File: src/hdl/pbec_pkg.sv
/*
 * Package for the pattern bit error counter block: register offsets,
 * reset values, interrupt bit positions and the bus answer types.
 * Assumes a 32-bit Avalon-MM slave with word addressing in bytes.
 */
package pbec_pkg;

   // ----------------------------------------------------------------
   // Register map
   // ----------------------------------------------------------------
   localparam logic [3:0] addr_count_upper = 4'h0;
   localparam logic [3:0] addr_count_lower = 4'h4;
   localparam logic [3:0] addr_irq_status  = 4'h8;
   localparam logic [3:0] addr_irq_enable  = 4'hC;
   localparam logic [4:0] addr_irq_clear   = 5'h10;

   localparam logic [15:0] count_reset     = 16'h0000;
   localparam logic [7:0]  byte_reset      = 8'h00;
   localparam logic [1:0]  irq_reset       = 2'h0;
   localparam int          irq_error_bit   = 0;
   localparam int          irq_wrap_bit    = 1;
   localparam logic [31:0] unmapped_data   = 32'h0000_0000;

   // ----------------------------------------------------------------
   // Bus types
   // ----------------------------------------------------------------
   typedef struct packed {
      logic        read;
      logic        write;
      logic [4:0]  address;
      logic [31:0] writedata;
   } pbec_request_type;

   typedef enum logic [2:0] {
      pbec_idle   = 3'b001,
      pbec_answer = 3'b010,
      pbec_done   = 3'b100
   } pbec_state_type;

endpackage

File: src/hdl/pbec_counter.sv
/*
 * Pattern bit error counter with clear-on-read byte registers,
 * sticky interrupt status and an Avalon-MM slave with waitrequest.
 * Assumes the error event input is synchronous to clock and lasts one
 * cycle per detected bit error.
 */
`timescale 1ns/10ps

// Summary of operation
// - One 16-bit counter as two byte registers.
// - Count each detected pattern bit error up to 16'hFFFF.
// - Reading upper clears the whole count; reading lower clears the lower byte unless an upper read left a snapshot.
// - Upper register is MSB, lower is LSB.
module pbec_counter (
   input  wire logic        clock,
   input  wire logic        rst,
   input  wire logic        pattern_error,
   input  wire logic        read,
   input  wire logic        write,
   input  wire logic [4:0]  address,
   input  wire logic [31:0] writedata,
   output logic      [31:0] readdata,
   output logic             waitrequest,
   output logic             interrupt
);

   pbec_pkg::pbec_request_type request;
   pbec_pkg::pbec_state_type   state;
   logic [15:0] count;
   logic [7:0]  lower_snapshot;
   logic        snapshot_valid;
   logic [1:0]  irq_status;
   logic [1:0]  irq_enable;
   logic        accept;
   logic        take;
   logic        read_upper;
   logic        read_lower;
   logic [15:0] next_count;
   logic [31:0] next_readdata;

   assign request = '{read, write, address, writedata};

   // ----------------------------------------------------------------
   // Bus handshake: one wait cycle, then the answer edge.
   // ----------------------------------------------------------------
   always_ff @(posedge clock or posedge rst) begin
      if (rst) begin
         state <= pbec_pkg::pbec_idle;
      end else begin
         case (state)
            pbec_pkg::pbec_idle: begin
               if (request.read || request.write) begin
                  state <= pbec_pkg::pbec_answer;
               end
            end
            pbec_pkg::pbec_answer: state <= pbec_pkg::pbec_done;
            pbec_pkg::pbec_done:   state <= pbec_pkg::pbec_idle;
            default:               state <= pbec_pkg::pbec_idle;
         endcase
      end
   end

   // Writes land in the answer state, where waitrequest is low. Reads clear and
   // capture at the accepting edge, the same edge that latches readdata, so an
   // error arriving during the wait cycle is neither lost nor split across bytes.
   assign accept     = (state == pbec_pkg::pbec_idle) && (request.read || request.write);
   assign take       = (state == pbec_pkg::pbec_answer);
   assign read_upper = accept && request.read
                       && request.address == 5'(pbec_pkg::addr_count_upper);
   assign read_lower = accept && request.read
                       && request.address == 5'(pbec_pkg::addr_count_lower);

   always_ff @(posedge clock or posedge rst) begin
      if (rst) begin
         waitrequest <= 1'b1;
      end else begin
         waitrequest <= !(state == pbec_pkg::pbec_idle && (read || write));
      end
   end

   // ----------------------------------------------------------------
   // Counter
   // ----------------------------------------------------------------
   always_comb begin
      next_count = count;
      if (read_upper) begin
         next_count = 16'h0000;
      end else if (read_lower && !snapshot_valid) begin
         next_count[7:0] = 8'h00;
      end
      // Saturation is judged on the value after any clear, so a read that
      // clears the count and meets an error at full scale still counts that error.
      if (pattern_error && next_count != 16'hFFFF) begin
         next_count = next_count + 16'h0001;
      end
   end

   always_ff @(posedge clock or posedge rst) begin
      if (rst) begin
         count <= pbec_pkg::count_reset;
      end else begin
         count <= next_count;
      end
   end

   // Upper read moves the whole count out, so lower reads the frozen byte.
   always_ff @(posedge clock or posedge rst) begin
      if (rst) begin
         lower_snapshot <= pbec_pkg::byte_reset;
         snapshot_valid <= 1'b0;
      end else if (read_upper) begin
         lower_snapshot <= count[7:0];
         snapshot_valid <= 1'b1;
      end else if (read_lower) begin
         lower_snapshot <= pbec_pkg::byte_reset;
         snapshot_valid <= 1'b0;
      end
   end

   // ----------------------------------------------------------------
   // Interrupts: error seen, counter reached 16'hFFFE.
   // ----------------------------------------------------------------
   always_ff @(posedge clock or posedge rst) begin
      if (rst) begin
         irq_status <= pbec_pkg::irq_reset;
         irq_enable <= pbec_pkg::irq_reset;
      end else begin
         if (take && request.write && request.address == pbec_pkg::addr_irq_clear) begin
            irq_status <= irq_status & ~request.writedata[1:0];
         end
         if (take && request.write
             && request.address == 5'(pbec_pkg::addr_irq_enable)) begin
            irq_enable <= request.writedata[1:0];
         end
         // Set wins over a clear in the same cycle.
         if (pattern_error) begin
            irq_status[pbec_pkg::irq_error_bit] <= 1'b1;
         end
         if (pattern_error && next_count == 16'hFFFE) begin
            irq_status[pbec_pkg::irq_wrap_bit] <= 1'b1;
         end
      end
   end

   always_ff @(posedge clock or posedge rst) begin
      if (rst) begin
         interrupt <= 1'b0;
      end else begin
         interrupt <= |(irq_status & irq_enable);
      end
   end

   // ----------------------------------------------------------------
   // Read data, registered in the wait cycle so it stands at the answer.
   // ----------------------------------------------------------------
   always_comb begin
      next_readdata = pbec_pkg::unmapped_data;
      case (request.address)
         5'(pbec_pkg::addr_count_upper): next_readdata = {24'h000000, count[15:8]};
         5'(pbec_pkg::addr_count_lower):
            next_readdata = {24'h000000, snapshot_valid ? lower_snapshot : count[7:0]};
         5'(pbec_pkg::addr_irq_status):  next_readdata = {30'h00000000, irq_status};
         5'(pbec_pkg::addr_irq_enable):  next_readdata = {30'h00000000, irq_enable};
         default:                        next_readdata = pbec_pkg::unmapped_data;
      endcase
   end

   always_ff @(posedge clock or posedge rst) begin
      if (rst) begin
         readdata <= pbec_pkg::unmapped_data;
      end else begin
         readdata <= next_readdata;
      end
   end

   // ----------------------------------------------------------------
   // Assertions
   // ----------------------------------------------------------------
   property p_count_step;
      @(posedge clock) disable iff (rst)
         pattern_error && !read_upper && !read_lower && count != 16'hFFFF
         |=> count == $past(count) + 16'h0001;
   endproperty
   a_count_step: assert property (p_count_step) else $error("count missed an error");

   property p_upper_clears;
      @(posedge clock) disable iff (rst)
         read_upper |=> count == {15'h0000, $past(pattern_error)};
   endproperty
   a_upper_clears: assert property (p_upper_clears) else $error("upper read kept count");

   property p_snapshot;
      @(posedge clock) disable iff (rst)
         read_upper |=> lower_snapshot == $past(count[7:0]) && snapshot_valid;
   endproperty
   a_snapshot: assert property (p_snapshot) else $error("lower byte not captured");

   property p_upper_data;
      @(posedge clock) disable iff (rst)
         state == pbec_pkg::pbec_idle && read
         && address == 5'(pbec_pkg::addr_count_upper)
         |=> readdata[7:0] == $past(count[15:8]) && readdata[31:8] == 24'h000000;
   endproperty
   a_upper_data: assert property (p_upper_data) else $error("upper byte wrong");

   property p_lower_release;
      @(posedge clock) disable iff (rst)
         read_lower |=> !snapshot_valid;
   endproperty
   a_lower_release: assert property (p_lower_release) else $error("snapshot not released");

   property p_wait_one;
      @(posedge clock) disable iff (rst)
         state == pbec_pkg::pbec_idle && (read || write) |=> !waitrequest ##1 waitrequest;
   endproperty
   a_wait_one: assert property (p_wait_one) else $error("waitrequest timing wrong");

   property p_irq;
      @(posedge clock) disable iff (rst)
         pattern_error && irq_enable[0] |=> ##1 interrupt;
   endproperty
   a_irq: assert property (p_irq) else $error("interrupt not raised");

   property p_lower_data;
      @(posedge clock) disable iff (rst)
         snapshot_valid && state == pbec_pkg::pbec_idle && read
         && address == 5'(pbec_pkg::addr_count_lower)
         |=> readdata[7:0] == $past(lower_snapshot);
   endproperty
   a_lower_data: assert property (p_lower_data) else $error("lower snapshot not read");

   c_upper_read: cover property (@(posedge clock) read_upper);
   c_ordered:    cover property (@(posedge clock) read_upper ##[1:20] read_lower);
   c_irq:        cover property (@(posedge clock) interrupt);

endmodule // pbec_counter

File: config.mk
export PLATFORM = sky130hd
export DESIGN_NAME = pbec_counter
export DESIGN_NICKNAME = d
export VERILOG_FILES = /design/src/hdl/pbec_pkg.sv /design/src/hdl/pbec_counter.sv
export SDC_FILE = /design/constraint.sdc
export NUM_CORES = 1
export LEC_CHECK = 0
export ABC_AREA = 0
export CAP_MARGIN = 20
export CORE_MARGIN = 2
export CORE_UTILIZATION = 40
export DETAILED_ROUTE_END_ITERATION = 7
export DONT_BUFFER_PORTS = 1
export SLEW_MARGIN = 0
export SYNTH_ARGS = -nofsm -noshare
export SYNTH_HDL_FRONTEND = slang
export SYNTH_SLANG_ARGS = --single-unit
File: constraint.sdc
create_clock -name clock -period 3.5 [get_ports clock]
set_input_delay 1.05 -clock clock [delete_from_list [all_inputs] [get_ports clock]]
set_output_delay 1.05 -clock clock [all_outputs]
set_load 0.02 [all_outputs]
==> run_summary.xml, run 1 <==
<?xml version="1.0" encoding="UTF-8"?>
<metrics>
  <group name="setup_path">
    <metric name="cp_launch_point" unit="">address[0]</metric>
    <metric name="critical_path.endpoint_type" unit="">flop</metric>
    <metric name="worst_ep_arrival_time" unit="ps">3820</metric>
    <metric name="start_to_end_type_of_the_worst_setup_path" unit="">input pin to flop</metric>
    <metric name="reg2reg_from" unit="">state[0]$_DFFE_PP1P_</metric>
    <metric name="critical_path.startpoint_type" unit="">input pin</metric>
    <metric name="worst-endpoint-required" unit="ps">3700</metric>
    <metric name="timing.critical_path.fanout_max" unit="">6</metric>
  </group>
  <group name="logic_synthesis">
    <metric name="number_of_instances_in_the_synthesized_netlist" unit="">258</metric>
    <metric name="post_synth_instance_area" unit="mm^2">0.00242</metric>
    <metric name="postSynthRegisterBits" unit="">42</metric>
    <metric name="synth_edf_count" unit="">0</metric>
    <metric name="synthFlopType" unit="">sky130_fd_sc_hd__dfrtp_1</metric>
    <metric name="synth_top_cells_by_area" unit="">sky130_fd_sc_hd__dfrtp_1, sky130_fd_sc_hd__buf_4, sky130_fd_sc_hd__nand2_1</metric>
    <metric name="yosys.area.top_type_share" unit="%">41.4</metric>
    <metric name="postSynthAreaPerCell" unit="um^2">9.37</metric>
    <metric name="yosys.cell_types.count" unit="">56</metric>
    <metric name="yosys_warnings" unit="">0</metric>
    <metric name="seq_area_frac_synth" unit="%">43.6</metric>
    <metric name="asyncSetResetFlopFracSynth" unit="%">100</metric>
    <metric name="yosys.area.top_type" unit="">sky130_fd_sc_hd__dfrtp_1</metric>
  </group>
  <group name="finish">
    <metric name="antenna_diode_count" unit="">0</metric>
    <metric name="final_layout_size_suffix_gt1_share" unit="%">20.8</metric>
    <metric name="area_growth_syn_to_layout" unit="%">12.6</metric>
    <metric name="final_core_occ" unit="%">46.3</metric>
    <metric name="fillerInstances" unit="">569</metric>
    <metric name="layout_common_cells" unit="">sky130_fd_sc_hd__dfrtp_1, sky130_fd_sc_hd__nand2_1, sky130_fd_sc_hd__buf_4</metric>
    <metric name="mostFrequentLayoutCell" unit="">sky130_fd_sc_hd__dfrtp_1</metric>
    <metric name="num-nets-final" unit="">325</metric>
    <metric name="design_area" unit="mm^2">0.00272</metric>
  </group>
  <group name="global_route">
    <metric name="grt_start_max_net_pins" unit="">43</metric>
    <metric name="first_pass_grt_wire_length" unit="mm">8.93</metric>
    <metric name="grt.total_usage" unit="%">17.5</metric>
    <metric name="globalRouteOverflowTotal" unit="">0</metric>
    <metric name="antenna_found_initial" unit="">0</metric>
    <metric name="vias_in_the_first_global_route" unit="">1764</metric>
  </group>
  <group name="clocking">
    <metric name="worst_setup_hold_path_clk_slew" unit="ps">80</metric>
    <metric name="clock_latency" unit="ps">290</metric>
    <metric name="cts_num_sinks" unit="">42</metric>
    <metric name="tritoncts" unit="">built</metric>
    <metric name="numCtsBuffers" unit="">5</metric>
    <metric name="post_cts_hold_buffer_count" unit="">0</metric>
    <metric name="cts_max_level" unit="">2</metric>
    <metric name="cts_root_buffer" unit="">sky130_fd_sc_hd__clkbuf_8</metric>
    <metric name="max-clock-path-buffers" unit="">2</metric>
  </group>
  <group name="sta">
    <metric name="timing.final.hold_violations" unit="">0</metric>
    <metric name="rsz0062_at_grt" unit="">true</metric>
    <metric name="final_max_slew_viol_count" unit="">0</metric>
    <metric name="fin_crit" unit="ps">3620</metric>
    <metric name="setup_clock_skew_after_layout" unit="ps">10.2</metric>
    <metric name="max_freq" unit="MHz">276</metric>
    <metric name="setup_slack" unit="ps">-124</metric>
    <metric name="tightest_slew" unit="ps">821</metric>
    <metric name="timing.slew.headroom" unit="%">44.5</metric>
    <metric name="layout_worst_path_cycle_share" unit="%">104</metric>
    <metric name="timing.final.setup_violations" unit="">1</metric>
  </group>
  <group name="power">
    <metric name="power_switching_share" unit="%">34.8</metric>
    <metric name="cell_internal_pwr" unit="uW">940</metric>
    <metric name="seqPwrFrac" unit="%">48.8</metric>
    <metric name="power_per_cell_area" unit="mW/mm^2">530</metric>
    <metric name="ir_drop" unit="uV">207</metric>
    <metric name="total_leakage_power" unit="uW">0.00112</metric>
    <metric name="power_frac_clock" unit="%">22.5</metric>
    <metric name="power.combinational.fraction" unit="%">28.7</metric>
    <metric name="net-switching-power" unit="uW">503</metric>
  </group>
  <group name="placement">
    <metric name="finalWeightedCongestion" unit="">0.848</metric>
    <metric name="dpl-instance-area" unit="mm^2">0.00261</metric>
    <metric name="place_hpwl" unit="mm">3.87</metric>
    <metric name="buffer_ports.inserted" unit="">0</metric>
  </group>
  <group name="drt">
    <metric name="wirelength" unit="mm">5.29</metric>
    <metric name="wl_per_cell" unit="um">14.8</metric>
    <metric name="routed-via-count" unit="">1876</metric>
    <metric name="drt_iter0_drc" unit="">144</metric>
    <metric name="drcViolationCount" unit="">0</metric>
    <metric name="route.antenna.remaining_nets" unit="">0</metric>
    <metric name="avgViaCountPerCell" unit="">5.24</metric>
    <metric name="drt-pass1-iter-count" unit="">4</metric>
  </group>
  <group name="outcome">
    <metric name="violations" unit="">setup timing</metric>
    <metric name="outcome" unit="">complete, but fails checks</metric>
  </group>
  <group name="floorplan">
    <metric name="initial_cell_density_of_the_core" unit="%">41.1</metric>
    <metric name="top_level_ports" unit="">76</metric>
    <metric name="die_outline_area" unit="mm^2">0.00668</metric>
    <metric name="design.core.area" unit="mm^2">0.00589</metric>
    <metric name="placement_rows" unit="">28</metric>
    <metric name="die_w" unit="um">81.8</metric>
    <metric name="dieHeight" unit="um">81.8</metric>
  </group>
  <group name="hold_path">
    <metric name="hold_start" unit="">lower_snapshot[3]$_DFFE_PP0P_</metric>
    <metric name="hold_path_class" unit="">flop to flop</metric>
  </group>
  <group name="run">
    <metric name="maxCapViolCount" unit="">0</metric>
  </group>
</metrics>
-- metrics by stage --
step	power (uW)	setup TNS [ps]	setup WS [ps]	instances	hold WS (ps)
6_report	1440	-124	-124	358	485
4_1_cts	1460	-115	-115	358	491
3_5_place_dp	1130	-736	-506	349	471
5_1_grt	1550	-210	-210	358	509
3_3_place_gp	1120	-768	-537	349	461
2_1_floorplan	1030	-551	-449	281	448
-- what timing repair did --
item / in CTS / in global routing
resized for setup: 2 / 0
pin swaps: 3 / 0
setup buffers: 1 / 0
setup endpoints to repair: 1 / 1
-- synthesized netlist by cell type (all sizes together), types with 5 or more instances --
master  number
clkbuf       8
nand4        6
dfrtp       40
a21oi        8
nand2       35
o21ai       11
nor3         5
o31ai        5
nor2        21
a211oi       6
nand3        7
buf         27
or3          5
inv          5
xor2         5
mux2i        8
-- per-layer routing --
layer | vias up | share of wire (%) | global-route usage [%]
met5 | - | 0 | 0
met4 | 0 | 0.64 | 5.67
met3 | 2 | 6.3 | 3.41
met2 | 62 | 46 | 26.3
met1 | 885 | 47 | 25.3
li1 | 927 | - | -
-- state kept, by name, summed over array words and instances, names as in the netlist --
name,cells
irq_enable,2
count,16
waitrequest,1
lower_snapshot,8
interrupt,1
snapshot_valid,1
state,3
readdata,8
irq_status,2
-- worst paths after layout --
check | slack [ps] | cells past startpoint | end
worst max-delay path | -120 | 11 | irq_status[1]$_DFFE_PP0P_
worst min-delay path | 490 | 2 | lower_snapshot[3]$_DFFE_PP0P_
worst max register to register | 440 | 11 | irq_status[1]$_DFFE_PP0P_
worst min register to register | 490 | 2 | lower_snapshot[3]$_DFFE_PP0P_
max in group asynchronous | 2350 | 2 | state[0]$_DFFE_PP1P_
min in group asynchronous | 780 | 2 | irq_enable[1]$_DFFE_PP0P_
-- cell families after synthesis --
family	count (synthesis)	synth area share, %
xor+xnor	9	3.26
fa+ha+maj	1	0.517
other cells	1	0.155
mux	12	5.17
compound gates	49	15.2
flops	42	43.6
simple gates	103	21.9
buf+inv	41	10.2
-- area by class of cell --
class                           instances  area, um^2  area share [%]
Sequential cell                        42        1050            38.7
Clock buffer                            6        82.6            3.03
Multi-Input combinational cell        198        1240            45.6
Tap cell                               75        93.8            3.45
Inverter                                6        22.5           0.827
Timing Repair Buffer                   29         218            7.99
Clock inverter                          2        12.5           0.459
-- critical path, cell delays in order --
cell and delay [ps]:
sky130_fd_sc_hd__or4_4 520, sky130_fd_sc_hd__or3_4 390, sky130_fd_sc_hd__and2_4 190, sky130_fd_sc_hd__ha_4 150, sky130_fd_sc_hd__and4_4 180, sky130_fd_sc_hd__nand4_1 150, sky130_fd_sc_hd__o211ai_1 130, sky130_fd_sc_hd__or3_1 360
sky130_fd_sc_hd__a221oi_2 280, sky130_fd_sc_hd__nand4_1 180, sky130_fd_sc_hd__o31ai_2 230
-- power groups by stage --
stage / combinational (uW) / sequential, uW / clock [uW]
after floorplan: 394 / 636 / 0
after global placement: 409 / 711 / 0
after detailed placement: 416 / 711 / 0
after CTS: 419 / 701 / 339
after global routing: 468 / 721 / 362
final: 414 / 704 / 325
Power figures use the tool's default switching activity.
==> run 2, diff against run 1 <==
--- a/config.mk
+++ b/config.mk
@@ -5,7 +5,7 @@
 export SDC_FILE = /design/constraint.sdc
 export NUM_CORES = 1
 export LEC_CHECK = 0
-export ABC_AREA = 0
+export ABC_AREA = 1
 export CAP_MARGIN = 20
 export CORE_MARGIN = 2
 export CORE_UTILIZATION = 40
==> run 2 against run 1 <==
- the flow now finishes without violations
- register-to-register slack better by 240 ps
- clock power increased by 26%
- via count increased by 22%
- setup slack better by 630 ps
- synthesized cell count grew 48%
- flip-flop and latch count did not move
- first-iteration DRC count shrank 0.69%
- worst hold slack gained 39 ps
- critical path type unchanged
- critical endpoint unchanged
- largest cell class unchanged
==> run_summary.xml, run 2 <==
<?xml version="1.0" encoding="UTF-8"?>
<metrics>
  <group name="outcome">
    <metric name="outcome" unit="">finished, final reports clean</metric>
  </group>
  <group name="power">
    <metric name="power_per_cell_area" unit="mW/mm^2">755</metric>
    <metric name="p_total" unit="uW">2240</metric>
    <metric name="total_leakage_power" unit="uW">0.00160</metric>
    <metric name="ir_drop" unit="uV">265</metric>
  </group>
  <group name="drt">
    <metric name="avgViaCountPerCell" unit="">4.74</metric>
    <metric name="drt-pass1-iter-count" unit="">4</metric>
    <metric name="wl_per_cell" unit="um">13.4</metric>
    <metric name="route.antenna.remaining_nets" unit="">0</metric>
    <metric name="drcViolationCount" unit="">0</metric>
    <metric name="routed-via-count" unit="">2291</metric>
    <metric name="wirelength" unit="mm">6.46</metric>
    <metric name="drt_iter0_drc" unit="">143</metric>
  </group>
  <group name="sta">
    <metric name="rsz0062_at_grt" unit="">false</metric>
    <metric name="layout_worst_path_cycle_share" unit="%">85.4</metric>
    <metric name="fin_crit" unit="ps">2990</metric>
    <metric name="final_max_slew_viol_count" unit="">0</metric>
    <metric name="timing.final.hold_violations" unit="">0</metric>
    <metric name="tightest_slew" unit="ps">914</metric>
    <metric name="timing.slew.headroom" unit="%">38.7</metric>
    <metric name="totalNegativeSetupSlack" unit="ps">0</metric>
    <metric name="finalHoldWorstSlack" unit="ps">524</metric>
    <metric name="max_freq" unit="MHz">335</metric>
    <metric name="timing.final.setup_violations" unit="">0</metric>
    <metric name="setup_clock_skew_after_layout" unit="ps">4.12</metric>
  </group>
  <group name="run">
    <metric name="maxCapViolCount" unit="">0</metric>
  </group>
  <group name="hold_path">
    <metric name="hold_start" unit="">irq_enable[1]$_DFFE_PP0P_</metric>
    <metric name="holdPathEnd" unit="">irq_enable[1]$_DFFE_PP0P_</metric>
    <metric name="hold_path_class" unit="">flop to flop</metric>
    <metric name="hold-path-cell-count" unit="">2</metric>
  </group>
  <group name="clocking">
    <metric name="max-clock-path-buffers" unit="">2</metric>
    <metric name="post_cts.resized_instances" unit="">0</metric>
    <metric name="worst_setup_hold_path_clk_slew" unit="ps">80</metric>
    <metric name="numCtsBuffers" unit="">5</metric>
    <metric name="cts_max_level" unit="">2</metric>
    <metric name="cts_num_sinks" unit="">42</metric>
    <metric name="post-cts-setup-buffers" unit="">0</metric>
    <metric name="tritoncts" unit="">built</metric>
    <metric name="post_cts_hold_buffer_count" unit="">0</metric>
    <metric name="cts_root_buffer" unit="">sky130_fd_sc_hd__clkbuf_8</metric>
    <metric name="clock_latency" unit="ps">300</metric>
  </group>
  <group name="logic_synthesis">
    <metric name="yosys.area.top_type" unit="">sky130_fd_sc_hd__dfrtp_1</metric>
    <metric name="seq_area_frac_synth" unit="%">37.0</metric>
    <metric name="synth_top_cells_by_area" unit="">sky130_fd_sc_hd__dfrtp_1, sky130_fd_sc_hd__nand2_1, sky130_fd_sc_hd__inv_1</metric>
    <metric name="synth_edf_count" unit="">0</metric>
    <metric name="post_synth_instance_area" unit="mm^2">0.00285</metric>
    <metric name="synth-compound-area-share" unit="%">7.95</metric>
    <metric name="synth_fa_ha_area_share" unit="%">0.439</metric>
    <metric name="postSynthRegisterBits" unit="">42</metric>
    <metric name="synthFlopType" unit="">sky130_fd_sc_hd__dfrtp_1</metric>
    <metric name="synth_most_common_cell" unit="">sky130_fd_sc_hd__nand2_1</metric>
    <metric name="post_synth_and_or_nand_nor_area_fraction" unit="%">36.5</metric>
    <metric name="yosys.area.top_type_share" unit="%">35.1</metric>
    <metric name="share_of_synthesized_area_spent_on_multiplexers" unit="%">0</metric>
    <metric name="asyncSetResetFlopFracSynth" unit="%">100</metric>
    <metric name="dominant_combinational_cell_family_by_area_after_synthesis" unit="">simple AND/OR/NAND/NOR gates</metric>
    <metric name="ys_top_cells_by_count" unit="">sky130_fd_sc_hd__nand2_1, sky130_fd_sc_hd__inv_1, sky130_fd_sc_hd__dfrtp_1, sky130_fd_sc_hd__nor2_1, sky130_fd_sc_hd__buf_4</metric>
    <metric name="number_of_instances_in_the_synthesized_netlist" unit="">382</metric>
    <metric name="yosys_warnings" unit="">0</metric>
    <metric name="yosys.area_share.xor_xnor" unit="%">1.54</metric>
    <metric name="postSynthAreaPerCell" unit="um^2">7.46</metric>
    <metric name="yosys.cell_types.count" unit="">35</metric>
  </group>
  <group name="floorplan">
    <metric name="die_w" unit="um">88.4</metric>
    <metric name="initial_cell_density_of_the_core" unit="%">41.7</metric>
    <metric name="dieHeight" unit="um">88.4</metric>
    <metric name="die_outline_area" unit="mm^2">0.00782</metric>
    <metric name="placement_rows" unit="">30</metric>
    <metric name="top_level_ports" unit="">76</metric>
    <metric name="design.core.area" unit="mm^2">0.00683</metric>
  </group>
  <group name="setup_path">
    <metric name="critical_path.endpoint_type" unit="">flop</metric>
    <metric name="reg2regPathDepth" unit="">16</metric>
    <metric name="worst_ep_arrival_time" unit="ps">3230</metric>
    <metric name="reg2reg_from" unit="">snapshot_valid$_DFFE_PP0P_</metric>
    <metric name="critical_path.startpoint_type" unit="">input pin</metric>
    <metric name="start_to_end_type_of_the_worst_setup_path" unit="">input pin to flop</metric>
    <metric name="timing.critical_path.fanout_max" unit="">12</metric>
    <metric name="r2r_setup_slack" unit="ps">680</metric>
    <metric name="worst-endpoint-required" unit="ps">3740</metric>
    <metric name="critical_path.reg2reg.endpoint" unit="">irq_status[1]$_DFFE_PP0P_</metric>
  </group>
  <group name="global_route">
    <metric name="antenna_found_initial" unit="">0</metric>
    <metric name="grt_start_max_net_pins" unit="">26</metric>
    <metric name="globalRouteOverflowTotal" unit="">0</metric>
    <metric name="vias_in_the_first_global_route" unit="">2210</metric>
    <metric name="first_pass_grt_wire_length" unit="mm">10.9</metric>
    <metric name="grt.total_usage" unit="%">18.0</metric>
  </group>
  <group name="finish">
    <metric name="antenna_diode_count" unit="">0</metric>
    <metric name="final_layout_size_suffix_gt1_share" unit="%">15.5</metric>
    <metric name="area_growth_syn_to_layout" unit="%">4.30</metric>
    <metric name="final_core_occ" unit="%">43.5</metric>
    <metric name="registers.top_by_ff_count" unit="">count</metric>
    <metric name="biggestRegsByFlops" unit="">count (16), lower_snapshot (8), readdata (8)</metric>
    <metric name="largest_register_ffs" unit="">16</metric>
    <metric name="fillerInstances" unit="">705</metric>
    <metric name="num-nets-final" unit="">429</metric>
    <metric name="layout_common_cells" unit="">sky130_fd_sc_hd__nand2_1, sky130_fd_sc_hd__inv_1, sky130_fd_sc_hd__dfrtp_1</metric>
    <metric name="mostFrequentLayoutCell" unit="">sky130_fd_sc_hd__nand2_1</metric>
  </group>
  <group name="placement">
    <metric name="place_hpwl" unit="mm">4.93</metric>
    <metric name="finalWeightedCongestion" unit="">0.901</metric>
    <metric name="buffer_ports.inserted" unit="">0</metric>
  </group>
</metrics>
## run 2: cell count changes after synthesis, sizes merged, moves of 8 or more
cell	before	now
nor2	21	52
o21ai	11	21
mux2i	8	0
nand3	7	20
nand2	35	110
o22ai	0	8
inv	5	58
## run 2: layer usage
| metal | share of wire (%) | vias up | GRT usage (%) |
|---|---|---|---|
| met3 | 7.2 | 9 | 3.54 |
| met4 | 1.5 | 0 | 4.41 |
| met1 | 44 | 1049 | 24.2 |
| met2 | 47 | 70 | 30.0 |
| li1 | - | 1163 | - |
| met5 | 0 | - | 0 |
## run 2: area by class of cell
class	instances	area [um^2]	share of cell area [%]
Multi-Input combinational cell	272	1410	47.5
Tap cell	96	120	4.04
Clock buffer	7	86.3	2.90
Sequential cell	42	1050	35.4
Inverter	58	218	7.32
Clock inverter	1	30.0	1.01
Timing Repair Buffer	7	52.6	1.77
## run 2: kinds of logic (layout without fill, tap and decap cells)
family                     after synthesis  after routing
AOI/OAI and AO/OA                       38             38
buffers and inverters                   91             73
DFF                                     42             42
adders and majority gates                1              1
other                                    1             24
xor gates and xnor gates                 5              5
and+or+nand+nor                        204            204
## run 2: worst max-delay path, stage by stage
cell	delay [ps]
sky130_fd_sc_hd__nor2_4	150
sky130_fd_sc_hd__nand3_2	120
sky130_fd_sc_hd__nor2_1	240
sky130_fd_sc_hd__nor2_1	60
sky130_fd_sc_hd__nand2_1	80
sky130_fd_sc_hd__inv_1	40
sky130_fd_sc_hd__ha_1	300
sky130_fd_sc_hd__nand4_2	170
sky130_fd_sc_hd__nor2_4	70
sky130_fd_sc_hd__nand2_4	100
sky130_fd_sc_hd__nand2_2	180
sky130_fd_sc_hd__nand2_1	110
sky130_fd_sc_hd__nand2_1	80
sky130_fd_sc_hd__nor2_1	110
sky130_fd_sc_hd__nand2_1	60
sky130_fd_sc_hd__nor2_1	110
sky130_fd_sc_hd__nand3_1	110
sky130_fd_sc_hd__nand2_1	70
## run 2: how the worst max path moves through the flow
stage | from | to
6_report | address[1] | irq_status[1]$_DFFE_PP0P_
5_1_grt | address[1] | irq_status[1]$_DFFE_PP0P_
4_1_cts | address[1] | irq_status[1]$_DFFE_PP0P_
3_5_place_dp | address[1] | irq_status[1]$_DFFE_PP0P_
3_3_place_gp | address[1] | irq_status[1]$_DFFE_PP0P_
2_1_floorplan | address[3] | irq_status[1]$_DFFE_PP0P_
## run 2: stage by stage
step,cell area (um^2),cells,setup slack (ps)
floorplan,2940,405,360
global placement,2860,475,229
detailed placement,2860,475,195
CTS,2970,483,502
global route,2970,483,217
finish,2970,483,511
## run 2: power by group
group / internal [uW] / switching (uW) / leakage [uW]
Sequential: 654 / 183 / 0.000493
Clock: 233 / 177 / 0.0000585
Combinational: 351 / 647 / 0.00105
